**config.mk**
```make
export PLATFORM = sky130hd
export DESIGN_NAME = lbt_decode
export DESIGN_NICKNAME = d
export VERILOG_FILES = /design/src/core/lbt_pkg.sv /design/src/core/lbt_flag_if.sv /design/src/core/lbt_flag_unit.sv /design/src/core/lbt_decode.sv
export SDC_FILE = /design/constraint.sdc
export NUM_CORES = 1
export LEC_CHECK = 0
export BUFFER_PORTS_ARGS = -buffer_cell sky130_fd_sc_hd__buf_2
export CAP_MARGIN = 20
export CORE_ASPECT_RATIO = 0.75
export CORE_UTILIZATION = 35
export DETAILED_ROUTE_END_ITERATION = 8
export PLACE_DENSITY = 0.67
export SLEW_MARGIN = 10
export SYNTH_ARGS = -nofsm -noshare
export SYNTH_HDL_FRONTEND = slang
export SYNTH_SLANG_ARGS = --single-unit
```
**constraint.sdc**
```tcl
create_clock -name core_clk_i -period 2.4 [get_ports core_clk_i]
set_input_delay 0.48 -clock core_clk_i [delete_from_list [all_inputs] [get_ports core_clk_i]]
set_output_delay 0.48 -clock core_clk_i [all_outputs]
set_load 0.05 [all_outputs]
```
**src/core/lbt_pkg.sv**
```systemverilog
// Constants and types shared by the logic and bit-test decode block.
// Function
// - AND opcodes 52-59 store dst AND src, Z/S from result, V cleared, C kept.
// - Guard opcode 2F blocks interrupt and DMA service for next 3 instructions.
// - Each flag is from result, kept, undefined, forced 0 or forced 1.
// - Opcodes F6/F7 add X to PC only when the tested bit is 0.
// - Break opcode 00 signals debug unit; disabled breakpoints make it a no-op.
package lbt_pkg;

  // **********************************************************************
  // Opcodes
  // **********************************************************************
  localparam logic [7:0] OP_AND_FIRST   = 8'h52;
  localparam logic [7:0] OP_AND_LAST    = 8'h57;
  localparam logic [7:0] OP_EXTENDED_AND_OP_FIRST  = 8'h58;
  localparam logic [7:0] OP_EXTENDED_AND_OP_LAST   = 8'h59;
  localparam logic [7:0] OP_ATOMIC      = 8'h2F;
  localparam logic [7:0] OP_BTJ_REG     = 8'hF6;
  localparam logic [7:0] OP_BTJ_IND     = 8'hF7;
  localparam logic [7:0] OP_DBG_HALT    = 8'h00;

  // **********************************************************************
  // Flag positions and timing
  // **********************************************************************
  localparam int FLAG_C = 5;
  localparam int FLAG_Z = 4;
  localparam int FLAG_S = 3;
  localparam int FLAG_V = 2;
  localparam int FLAG_D = 1;
  localparam int FLAG_H = 0;
  localparam int NUM_FLAGS = 6;
  localparam logic [5:0] FLAGS_RST = 6'h00;
  localparam int GUARD_LEN = 3;

  typedef enum logic [2:0] {
    FT_RESULT = 3'h0,
    FT_KEEP   = 3'h1,
    FT_UNDEF  = 3'h2,
    FT_ZERO   = 3'h3,
    FT_ONE    = 3'h4
  } lbt_ftreat_t;

endpackage

```
**src/core/lbt_flag_if.sv**
```systemverilog
// Carrier between the decoder and its flag update unit.
`timescale 1ns/1ps
interface lbt_flag_if;
  logic                          [7:0] result;
  logic                          [5:0] old_flags;
  lbt_pkg::lbt_ftreat_t          [5:0] treat;
  logic                          [5:0] new_flags;

  modport ctrl (output result, output old_flags, output treat,
                input new_flags);
  modport unit (input result, input old_flags, input treat,
                output new_flags);
endinterface

```
**src/core/lbt_flag_unit.sv**
```systemverilog
// Flag update unit: applies one of five treatments to every flag.
`timescale 1ns/1ps
module lbt_flag_unit (
  lbt_flag_if.unit fl
);

  // **********************************************************************
  // Treatment selection
  // **********************************************************************
  // Undefined flags keep their old value; that is one legal outcome and
  // keeps the unit free of pseudo-random state.
  function automatic logic apply_treat(lbt_pkg::lbt_ftreat_t t,
                                       logic old_v, logic calc_v);
    logic v;
    v = old_v;
    unique case (t)
      lbt_pkg::FT_RESULT: v = calc_v;
      lbt_pkg::FT_KEEP:   v = old_v;
      lbt_pkg::FT_UNDEF:  v = old_v;
      lbt_pkg::FT_ZERO:   v = 1'b0;
      lbt_pkg::FT_ONE:    v = 1'b1;
      default:            v = old_v;
    endcase
    return v;
  endfunction

  wire [5:0] calc_flags;

  assign calc_flags[lbt_pkg::FLAG_C] = fl.old_flags[lbt_pkg::FLAG_C];
  assign calc_flags[lbt_pkg::FLAG_Z] = ~|fl.result;
  assign calc_flags[lbt_pkg::FLAG_S] = fl.result[7];
  assign calc_flags[lbt_pkg::FLAG_V] = fl.old_flags[lbt_pkg::FLAG_V];
  assign calc_flags[lbt_pkg::FLAG_D] = fl.old_flags[lbt_pkg::FLAG_D];
  assign calc_flags[lbt_pkg::FLAG_H] = fl.old_flags[lbt_pkg::FLAG_H];

  for (genvar i = 0; i < lbt_pkg::NUM_FLAGS; i++) begin : g_flag
    assign fl.new_flags[i] = apply_treat(fl.treat[i], fl.old_flags[i],
                                         calc_flags[i]);
  end

endmodule

```
**src/core/lbt_decode.sv**
```systemverilog
// Decoder and executor for AND, atomic guard, bit-test jump and break.
`timescale 1ns/1ps
module lbt_decode #(
  parameter int GUARD_COUNT = lbt_pkg::GUARD_LEN
) (
  input  wire logic        core_clk_i,
  input  wire logic        rst_n_i,
  input  wire logic        instr_valid_i,
  input  wire logic [7:0]  opcode_i,
  input  wire logic [7:0]  dst_val_i,
  input  wire logic [7:0]  src_val_i,
  input  wire logic [2:0]  bit_sel_i,
  input  wire logic [7:0]  disp_i,
  input  wire logic [15:0] pc_next_i,
  input  wire logic [5:0]  flags_i,
  input  wire logic        brk_enable_i,
  input  wire logic        irq_req_i,
  input  wire logic        dma_req_i,
  output logic      [7:0]  result_o,
  output logic             result_we_o,
  output logic      [5:0]  flags_o,
  output logic             flags_we_o,
  output logic             pc_load_o,
  output logic      [15:0] pc_target_o,
  output logic             dbg_break_o,
  output logic             nop_o,
  output logic             irq_grant_o,
  output logic             dma_grant_o,
  output logic             guard_active_o
);

  if (GUARD_COUNT < 1 || GUARD_COUNT > 15) begin : g_bad_guard
    $error("GUARD_COUNT must lie between 1 and 15");
  end

  localparam logic [3:0] GUARD_LOAD = 4'(GUARD_COUNT);

  // **********************************************************************
  // Decode
  // **********************************************************************
  function automatic logic in_range(logic [7:0] op, logic [7:0] lo,
                                    logic [7:0] hi);
    return (op >= lo) && (op <= hi);
  endfunction

  wire is_and  = instr_valid_i &&
                 (in_range(opcode_i, lbt_pkg::OP_AND_FIRST,
                           lbt_pkg::OP_AND_LAST) ||
                  in_range(opcode_i, lbt_pkg::OP_EXTENDED_AND_OP_FIRST,
                           lbt_pkg::OP_EXTENDED_AND_OP_LAST));
  wire is_atm  = instr_valid_i && (opcode_i == lbt_pkg::OP_ATOMIC);
  wire is_btj  = instr_valid_i && ((opcode_i == lbt_pkg::OP_BTJ_REG) ||
                                   (opcode_i == lbt_pkg::OP_BTJ_IND));
  wire is_brk  = instr_valid_i && (opcode_i == lbt_pkg::OP_DBG_HALT);

  // **********************************************************************
  // Datapath
  // **********************************************************************
  wire [7:0]  and_result = dst_val_i & src_val_i;
  wire        tested_bit = src_val_i[bit_sel_i];
  wire        take_jump  = is_btj && !tested_bit;
  // The displacement is signed; the PC given already points past the jump.
  wire [15:0] jump_target = pc_next_i + {{8{disp_i[7]}}, disp_i};

  lbt_flag_if fl ();

  assign fl.result    = and_result;
  assign fl.old_flags = flags_i;

  // Only AND changes flags; every other opcode here keeps all of them.
  always_comb begin
    for (int i = 0; i < lbt_pkg::NUM_FLAGS; i++) begin
      fl.treat[i] = lbt_pkg::FT_KEEP;
    end
    if (is_and) begin
      fl.treat[lbt_pkg::FLAG_Z] = lbt_pkg::FT_RESULT;
      fl.treat[lbt_pkg::FLAG_S] = lbt_pkg::FT_RESULT;
      fl.treat[lbt_pkg::FLAG_V] = lbt_pkg::FT_ZERO;
    end
  end

  lbt_flag_unit u_flag (
    .fl (fl.unit)
  );

  // **********************************************************************
  // Atomic guard
  // **********************************************************************
  logic [3:0] guard_cnt_r;
  logic [3:0] guard_cnt_nxt;

  // A guard inside a guard restarts the window rather than extending it.
  assign guard_cnt_nxt = is_atm ? GUARD_LOAD :
                         (instr_valid_i && guard_cnt_r != 4'h0) ?
                         guard_cnt_r - 4'h1 : guard_cnt_r;
  // The guard cycle itself blocks as well, so a request raised alongside
  // the guard opcode never slips through before the counter loads.
  wire guard_block = is_atm || (guard_cnt_r != 4'h0);

  always_ff @(posedge core_clk_i) begin
    if (!rst_n_i) begin
      guard_cnt_r <= 4'h0;
    end else begin
      guard_cnt_r <= guard_cnt_nxt;
    end
  end

  // **********************************************************************
  // Output registers
  // **********************************************************************
  // Data outputs follow the inputs every cycle; only the strobes qualify
  // them, which saves an enable on every data flop.
  always_ff @(posedge core_clk_i) begin
    if (!rst_n_i) begin
      result_o       <= 8'h00;
      result_we_o    <= 1'b0;
      flags_o        <= lbt_pkg::FLAGS_RST;
      flags_we_o     <= 1'b0;
      pc_load_o      <= 1'b0;
      pc_target_o    <= 16'h0000;
      dbg_break_o    <= 1'b0;
      nop_o          <= 1'b0;
      irq_grant_o    <= 1'b0;
      dma_grant_o    <= 1'b0;
      guard_active_o <= 1'b0;
    end else begin
      result_o       <= and_result;
      result_we_o    <= is_and;
      flags_o        <= fl.new_flags;
      flags_we_o     <= is_and;
      pc_load_o      <= take_jump;
      pc_target_o    <= jump_target;
      dbg_break_o    <= is_brk && brk_enable_i;
      nop_o          <= is_brk && !brk_enable_i;
      irq_grant_o    <= irq_req_i && !guard_block;
      dma_grant_o    <= dma_req_i && !guard_block;
      guard_active_o <= guard_cnt_nxt != 4'h0;
    end
  end
endmodule

```
=== Word level (Yosys, flattened, before mapping) ===
Index checks and enable logic that the tools add are counted.

* Bits in latches: 0
* Register bits: 41
* Memories kept: 0
* Bits in writable memories: 0
* ROM bits: 0

* Div/mod/pow operators: 0
* Bitwise logic cells: 1
* Reduce and logical (&&, ||, !) cells: 25
* Eq/ne operators: 9
* Add/sub/neg operators: 2
* Muxes and demuxes: 8
* Shifts and indexed selects: 0
* Multipliers: 0
* Order comparisons: 5

{| class="wikitable"
|+ Operators with widths
! cell !! number
|-
| $add A16 B16 Y16 || 1
|-
| $eq A8 B8 Y1 const B || 2
|-
| $ge A8 B7 Y1 const B || 2
|-
| $le A8 B7 Y1 const B || 2
|-
| $logic_and A1 B1 Y1 || 12
|-
| $and A8 B8 Y8 || 1
|-
| $eq A8 B6 Y1 const B || 1
|-
| $logic_not A8 Y1 || 1
|-
| $mux W4 || 2
|-
| $reduce_bool A4 Y1 || 2
|-
| $reduce_or A8 Y1 || 1
|-
| $mux W7 || 1
|-
| $eq A3 B2 Y1 const B || 2
|-
| $eq A3 B3 Y1 const B || 2
|-
| $logic_not A3 Y1 || 2
|-
| $pmux W1 S3 || 2
|-
| $logic_not A1 Y1 || 4
|-
| $lt A3 B4 Y1 const B || 1
|-
| $sub A4 B1 Y4 const B || 1
|-
| $bmux W1 S3 || 1
|-
| $eq A1 B3 Y1 const B || 1
|-
| $logic_or A1 B1 Y1 || 3
|-
| $eq A1 B2 Y1 const B || 1
|-
| $pmux W1 S2 || 1
|-
| $mux W1 || 1
|}

=== Depth between registers and ports, before layout ===
Gate-level depths: netlist (run 1).

* Depth in word-level cells: 7
* Depth in mapped cells: 7

=== Hierarchy ===
Synthesis (run 1) repeated with hierarchy kept, for this count alone.

* Cells, all modules: 287
* Area total of the unflattened synthesis: 2389.8 µm²

{| class="wikitable"
|+ By module, submodules not included
! module !! instances !! cells an instance !! area an instance (µm²) !! seq. area each (µm²)
|-
| lbt_decode || 1 || 259 || 2222.1 || 820.8
|-
| lbt_flag_unit || 1 || 28 || 167.7 || 0.0
|}

=== Least setup slack after synthesis (run 1) ===
No wires, ideal clock.

* Kind: input to register
* From: input port disp_i[0]
* To: register pc_target_o[14]
* Buffers on the path: 0
* Stages on the path: 7
* Data arrival time: 2110 ps
* Data required time: 2328 ps
* Setup slack: 218 ps
* Path through: ha_1 > fa_1 > a21o_1 > a221oi_2 > o31ai_1 > a31oi_1 > mux2i_1

* Cells in the longest elaborated chain, start to end: 1

{| class="wikitable"
|+ Ends and longest elaborated chain
! what !! RTL line !! source
|-
| from (decl) || lbt_decode.sv:13 || <nowiki>input wire logic [7:0] disp_i,</nowiki>
|-
| $add A16 B16 Y16 || lbt_decode.sv:63 || <nowiki>wire [15:0] jump_target = pc_next_i + {{8{disp_i[7]}}, disp_i};</nowiki>
|-
| to (signal assigned) || lbt_decode.sv:132 || <nowiki>pc_target_o <= jump_target;</nowiki>
|-
| to (decl) || lbt_decode.sv:24 || <nowiki>output logic [15:0] pc_target_o,</nowiki>
|}

No other way between the ends.
A chain may end at the register's enable or synchronous reset.

=== Worst setup path after layout (run 1) ===
Same ends and word-level chain as after synthesis.

==> impl_results.md, run 1 <==
* Outcome: complete, no violations
* Placer Congestion at 0.8276
* Worst EP arrival at 2380 ps
* WL/cell at 12.42 µm
* DR DRC count at 0
* CP max-delay cell: a221oi_2
* WS Path Type: in -> reg
* Ranking of synthesized cells by area: dfxtp_1 39%, ha_1 9.6%, nor2_1 4.5%
* Netlist cell types at 43
* Number of hold buffers added after cts at 0
* Total Routing Usage GR at 0.1585
* Synthesized cell area at 0.002078 mm²
* Mapped Nets at 307
* Via count at 2008
* Total wire length at 5078 µm
* Synth top area share at 0.3949
* Postcts setup bufs at 0
* Hpwl dp at 4042 µm
* Grt total ovfl at 0
* H-Tree Depth at 2
* Core area at 0.005525 mm²
* # Max-Cap Violations at 0
* Area delta synth->final at 35.40%
* Clk slew on worst S/H paths at 90 ps
* Tightest Hold Check Type: in -> reg
* CP max FO at 4
* Worst clock skew at 5.625 ps
* Die Span Y at 68.74 µm
* Leak at 1.391 nW
* Top FF cell, synth: dfxtp_1
* Hold Fails Final Rpt at 0
* Post-synthesis cell count at 227
* Measured slew at the worst slew-check pin at 518.0 ps
* Leading area contributor after synthesis: dfxtp_1
* Slew HR at 0.6518
* Most frequent cell after synthesis: dfxtp_1
* Setup TNS at 0 ps
* Async set-reset flop share out of synthesis at 0
* Clk sinks at 41
* Vias per cell at 4.910
* CP startpoint kind: primary input
* Crit path cell chain: buf_2 > ha_1 > fa_1 > a21o_1 > a221oi_2 > o31ai_1 > a31oi_1 > mux2i_1
* Total of cells resized after clock tree synthesis at 0
* Tcrit/Tclk final at 0.8980
* ANT cells at 0
* First-pass GRT wire length at 7714 µm
* Top Ports at 101
* Final instance area at 0.002814 mm²
* EDFF count, synth at 0
* Number of synthesized register bits at 41
* Synth Warn # at 0
* Final Util at 0.5093
* Share of cells above drive strength 1 at 0.3593
* Clk buf depth at 2
* CTS Buf Count at 5
* Fmax at 464.0 MHz
* Sequential share of the synthesized area at 0.3949
* Avg Inst Size Synth at 9.155 µm²
* TritonCTS clock tree: built
* Number of global-route vias before repair at 1722
* Worst setup EP type: flop
* Crit path largest cell delay at 420 ps
* P per Cell Area at 778.2 mW/mm²
* Peak supply drop at 310.6 µV
* Nets at 413
* Req. time, crit path at 2620 ps
* Placed Instances at 401
* Antenna violations before repair at 0
* DIE AREA at 0.006254 mm²
* Tmin final at 2155 ps
* Final Max Slew Viols at 0
* Non-Filler Instances at 409
* Site Rows at 23
* Pin count of the biggest net entering global routing at 25
* Top post-synthesis cells by count: 41 x dfxtp_1, 25 x nor2_1, 19 x nand2_1, 16 x a21oi_1, 16 x ha_1
* Number of DRC violations after detailed-routing iteration 0 at 66
* Skew-Pair Late Insertion Delay at 290 ps
* IO buf count at 100
* CTS root buf: clkbuf_8
* Die X at 90.98 µm
* Total power at 2.190 mW
* RSZ-0062 raised after global routing: false
* Placed Area at 0.002676 mm²
* Antenna-violating nets left at 0
* Drt first pass iters at 4
* Final setup viols at 0
* Starting density of the core at 0.3761
[metal layers]
metal,share of wire,GRT usage,vias up
met5,0,0,-
met4,0.0093,0.04762,0
met3,0.052,0.03728,4
li1,-,-,1032
met2,0.45,0.2547,57
met1,0.49,0.2142,915
[final cells by class]
| cell class | instances | area (µm²) |
|---|---|---|
| Clock buffer | 5 | 68.82 |
| Multi-Input combinational cell | 178 | 1224 |
| Fill cell | 550 | 2711 |
| Sequential cell | 41 | 820.8 |
| Inverter | 4 | 15.01 |
| Timing Repair Buffer | 103 | 523.0 |
| Clock inverter | 3 | 68.82 |
| Tap cell | 75 | 93.84 |
[sequential cells by signal (all words and copies together) (netlist names)]
| signal | cells |
|---|---|
| dma_grant_o | 1 |
| flags_o | 6 |
| flags_we_o | 1 |
| pc_load_o | 1 |
| guard_cnt_r | 4 |
| pc_target_o | 16 |
| nop_o | 1 |
| result_o | 8 |
| guard_active_o | 1 |
| irq_grant_o | 1 |
| dbg_break_o | 1 |
[cell usage in the layout, fill, tap and decap left out, drive strengths merged, types with 2 or more instances in the layout]
cell type and count:
a211oi 3, a21o 4, a21oi 16, a22oi 2, a31oi 5, and2 8
and3 14, buf 103, bufinv 2, clkbuf 5, dfxtp 41, ha 16
inv 4, mux2i 4, mux4 2, nand2 19, nand2b 3, nand3 4
nand4 3, nor2 25, nor2b 3, nor3 4, nor3b 4, nor4b 2
o211ai 3, o21ai 11, o31ai 2, xnor2 4, xor2 6
[critical path, delay by kind of cell]
| kind | cells | cell delay, ps |
|---|---|---|
| compound gates | 4 | 980 |
| fa+ha+maj | 2 | 630 |
| buf+inv | 1 | 100 |
| mux | 1 | 190 |
[logic make-up after synthesis]
family,count (synthesis),synth area share
AOI/OAI and AO/OA,52,0.1583
xor gates and xnor gates,10,0.04214
adders and majority gates,17,0.1060
buffers and inverters,8,0.01625
DFF,41,0.3949
muxes,7,0.04636
and+or+nand+nor,92,0.2360
[metrics by stage]
stage | setup WS [ps] | hold WS (ps)
global placement | -27.61 | 551.4
global route | 75.39 | 334.1
finish | 244.9 | 342.1
floorplan | 218.0 | 514.3
CTS | 244.9 | 336.9
detailed placement | -44.08 | 548.9
[final timing paths]
path / startpoint / to / slack (ps) / depth (start not counted)
setup reg to reg: guard_cnt_r[0] / guard_active_o / 770 / 7
hold reg to reg: guard_cnt_r[3] / guard_cnt_r[3] / 570 / 2
setup / recovery: disp_i[0] / pc_target_o[14] / 240 / 8
hold / removal: brk_enable_i / nop_o / 340 / 2
[where the power goes]
group          leakage, nW  total [mW]  internal (mW)  switching [mW]
clock               0.0687       0.673          0.419           0.254
combinational        0.983       0.729          0.256           0.473
sequential           0.339       0.788          0.760          0.0277
No activity file was read; power rests on OpenSTA's default activity.
==> inputs of run 2 (changes only) <==
- PLACE_DENSITY: 0.67 -> 0.65
- SYNTH_HIERARCHICAL: default -> 1
==> impl_results.md, run 2 <==
* Outcome: complete, no violations
* Avg Inst Size Synth at 8.327 µm²
* Leak at 1.588 nW
* Commonest non-fill, non-tap cell in the layout: buf_2
* Starting density of the core at 0.3709
* Total wire length at 5871 µm
* Skew-Pair Late Insertion Delay at 280 ps
* Fmax at 449.3 MHz
* Synth top area share at 0.3435
* Antenna violations before repair at 0
* Clk sinks at 41
* CP startpoint kind: primary input
* Pin count of the biggest net entering global routing at 30
* Tcrit/Tclk final at 0.9273
* Die X at 97.42 µm
* CP max FO at 3
* Number of global-route vias before repair at 2150
* Nets at 491
* Leading area contributor after synthesis: dfxtp_1
* Hold Fails Final Rpt at 0
* Multi-input gate area at 0.001548 mm²
* Synthesized cell area at 0.002390 mm²
* CTS Buf Count at 5
* Post-synthesis cell count at 287
* Crit path largest cell delay at 440 ps
* Peak supply drop at 283.2 µV
* Final Max Slew Viols at 0
* Number of hold buffers added after cts at 0
* Register area at 820.8 µm²
* Number of DRC violations after detailed-routing iteration 0 at 64
* First-pass GRT wire length at 9597 µm
* Tmin final at 2226 ps
* Grt total ovfl at 0
* Drt first pass iters at 4
* Netlist cell types at 50
* Final WS setup at 174.4 ps
* Sequential share of the synthesized area at 0.3435
* Number of synthesized register bits at 41
* Most frequent cells in the layout: 100 x buf_2, 41 x dfxtp_1, 25 x nor2_1
* Ranking of synthesized cells by area: dfxtp_1 34%, ha_1 8.4%, o21ai_0 5.0%
* Site Rows at 25
* Measured slew at the worst slew-check pin at 569.4 ps
* Reg with most FFs: pc_target_o
* Area delta synth->final at 31.99%
* Hpwl dp at 4732 µm
* WL/cell at 11.91 µm
* P per Cell Area at 655.8 mW/mm²
* Synth Warn # at 6
* Worst setup EP type: flop
* Req. time, crit path at 2620 ps
* Pre-CTS setup slack at -121.3 ps
* Final setup viols at 0
* Share of cells above drive strength 1 at 0.3034
* Async set-reset flop share out of synthesis at 0
* Clk buf depth at 2
* Slew HR at 0.6194
* DIE AREA at 0.007166 mm²
* IO buf count at 100
* Core area at 0.006444 mm²
* Filler instances at 655
* Top Ports at 101
* Via count at 2373
* Antenna-violating nets left at 0
* Vias per cell at 4.813
* WS Path Type: in -> reg
* # Max-Cap Violations at 0
* Most frequent cell after synthesis: dfxtp_1
* Clk slew on worst S/H paths at 80 ps
* Postcts setup bufs at 0
* Top FF cell, synth: dfxtp_1
* Tightest Hold Check Type: in -> reg
* DR DRC count at 0
* ANT cells at 0
* Die Span Y at 73.56 µm
* Top post-synthesis cells by count: 41 x dfxtp_1, 25 x nor2_1, 24 x o21ai_0, 20 x a21oi_1, 18 x and2_1
* EDFF count, synth at 0
* Total Routing Usage GR at 0.1661
* RSZ-0062 raised after global routing: false
* Worst EP arrival at 2440 ps
* Max reg flops at 16
* Total of cells resized after clock tree synthesis at 0
* Placer Congestion at 0.8331
* Crit path cell chain: buf_2 > ha_1 > fa_1 > a211oi_2 > o21bai_1 > or4_1 > and3_1 > nor3_2
* Largest registers: pc_target_o: 16 flops, result_o: 8 flops, flags_o: 6 flops
* Total power at 2.069 mW
* CP max-delay cell: fa_1
* CTS root buf: clkbuf_8
* H-Tree Depth at 2
* TritonCTS clock tree: built
* Worst clock skew at 0.7023 ps
run 2: cell count changes after synthesis, sizes merged, moves of 3 or more:
cell / delta
or4: +3
inv: +13
and2: +11
nand3: +6
a31oi: -3
clkbuf: +3
a21oi: +4
nor4: +6
and3: -5
nor3: +7
o21ai: +13
run 2: per-layer routing:
metal / vias to the layer above / track usage / wire length (µm)
met4: 0 / 0.01961 / 0
li1: 1251 / - / -
met5: - / 0 / 0
met2: 72 / 0.2657 / 2513
met1: 1050 / 0.2323 / 2998
met3: 0 / 0.04377 / 359
run 2: path summary, 6_finish.rpt:
path	from	endpoint	slack (ps)	depth (start not counted)
worst min register to register	guard_cnt_r[2]	guard_cnt_r[2]	530	2
worst max-delay path	disp_i[0]	pc_target_o[8]	170	8
worst min-delay path	brk_enable_i	nop_o	360	2
worst max register to register	guard_cnt_r[0]	guard_active_o	530	6
run 2: cell families (layout without fill, tap and decap cells):
kind of cell	Yosys count	in the layout	synth area share
and+or+nand+nor	118	118	0.2686
DFF	41	41	0.3435
xor gates and xnor gates	9	9	0.03298
adders and majority gates	17	17	0.09215
buffers and inverters	25	129	0.04188
other	2	23	0.003143
AOI/OAI and AO/OA	70	70	0.1859
muxes	5	5	0.03194
run 2: final cells by class:
type | count | share of cell area
repair buffers | 105 | 0.1706
clock buffers | 5 | 0.02182
well taps | 81 | 0.03213
clock inverters | 3 | 0.005553
multi-input cells | 242 | 0.4907
inverters | 16 | 0.01904
flip-flops and latches | 41 | 0.2602
run 2: critical path, delay by kind of cell:
| kind | cells | cell delay, ps |
|---|---|---|
| AO/OA/AOI/OAI | 2 | 430 |
| AND/OR/NAND/NOR | 3 | 770 |
| buffers and inverters | 1 | 100 |
| adder cells (fa/ha/maj) | 2 | 660 |
run 2: stage by stage:
stage | utilization | instances | area, µm² | setup TNS, ps | hold WS [ps]
2_1_floorplan | - | 308 | 2469 | 0 | 488.4
3_3_place_gp | 0.4761 | 485 | 3068 | -46.17 | 515.8
3_5_place_dp | 0.4761 | 485 | 3068 | -121.3 | 525.4
4_1_cts | 0.4895 | 493 | 3154 | 0 | 344.8
5_1_grt | 0.4895 | 493 | 3154 | 0 | 347.8
6_report | 0.4895 | 493 | 3154 | 0 | 355.9
run 2: power breakdown:
group          switching [mW]  total [mW]  leakage, nW  internal [mW]
logic                   0.529       0.824         1.21          0.295
registers              0.0368       0.799        0.339          0.762
clock network           0.244       0.445       0.0439          0.201
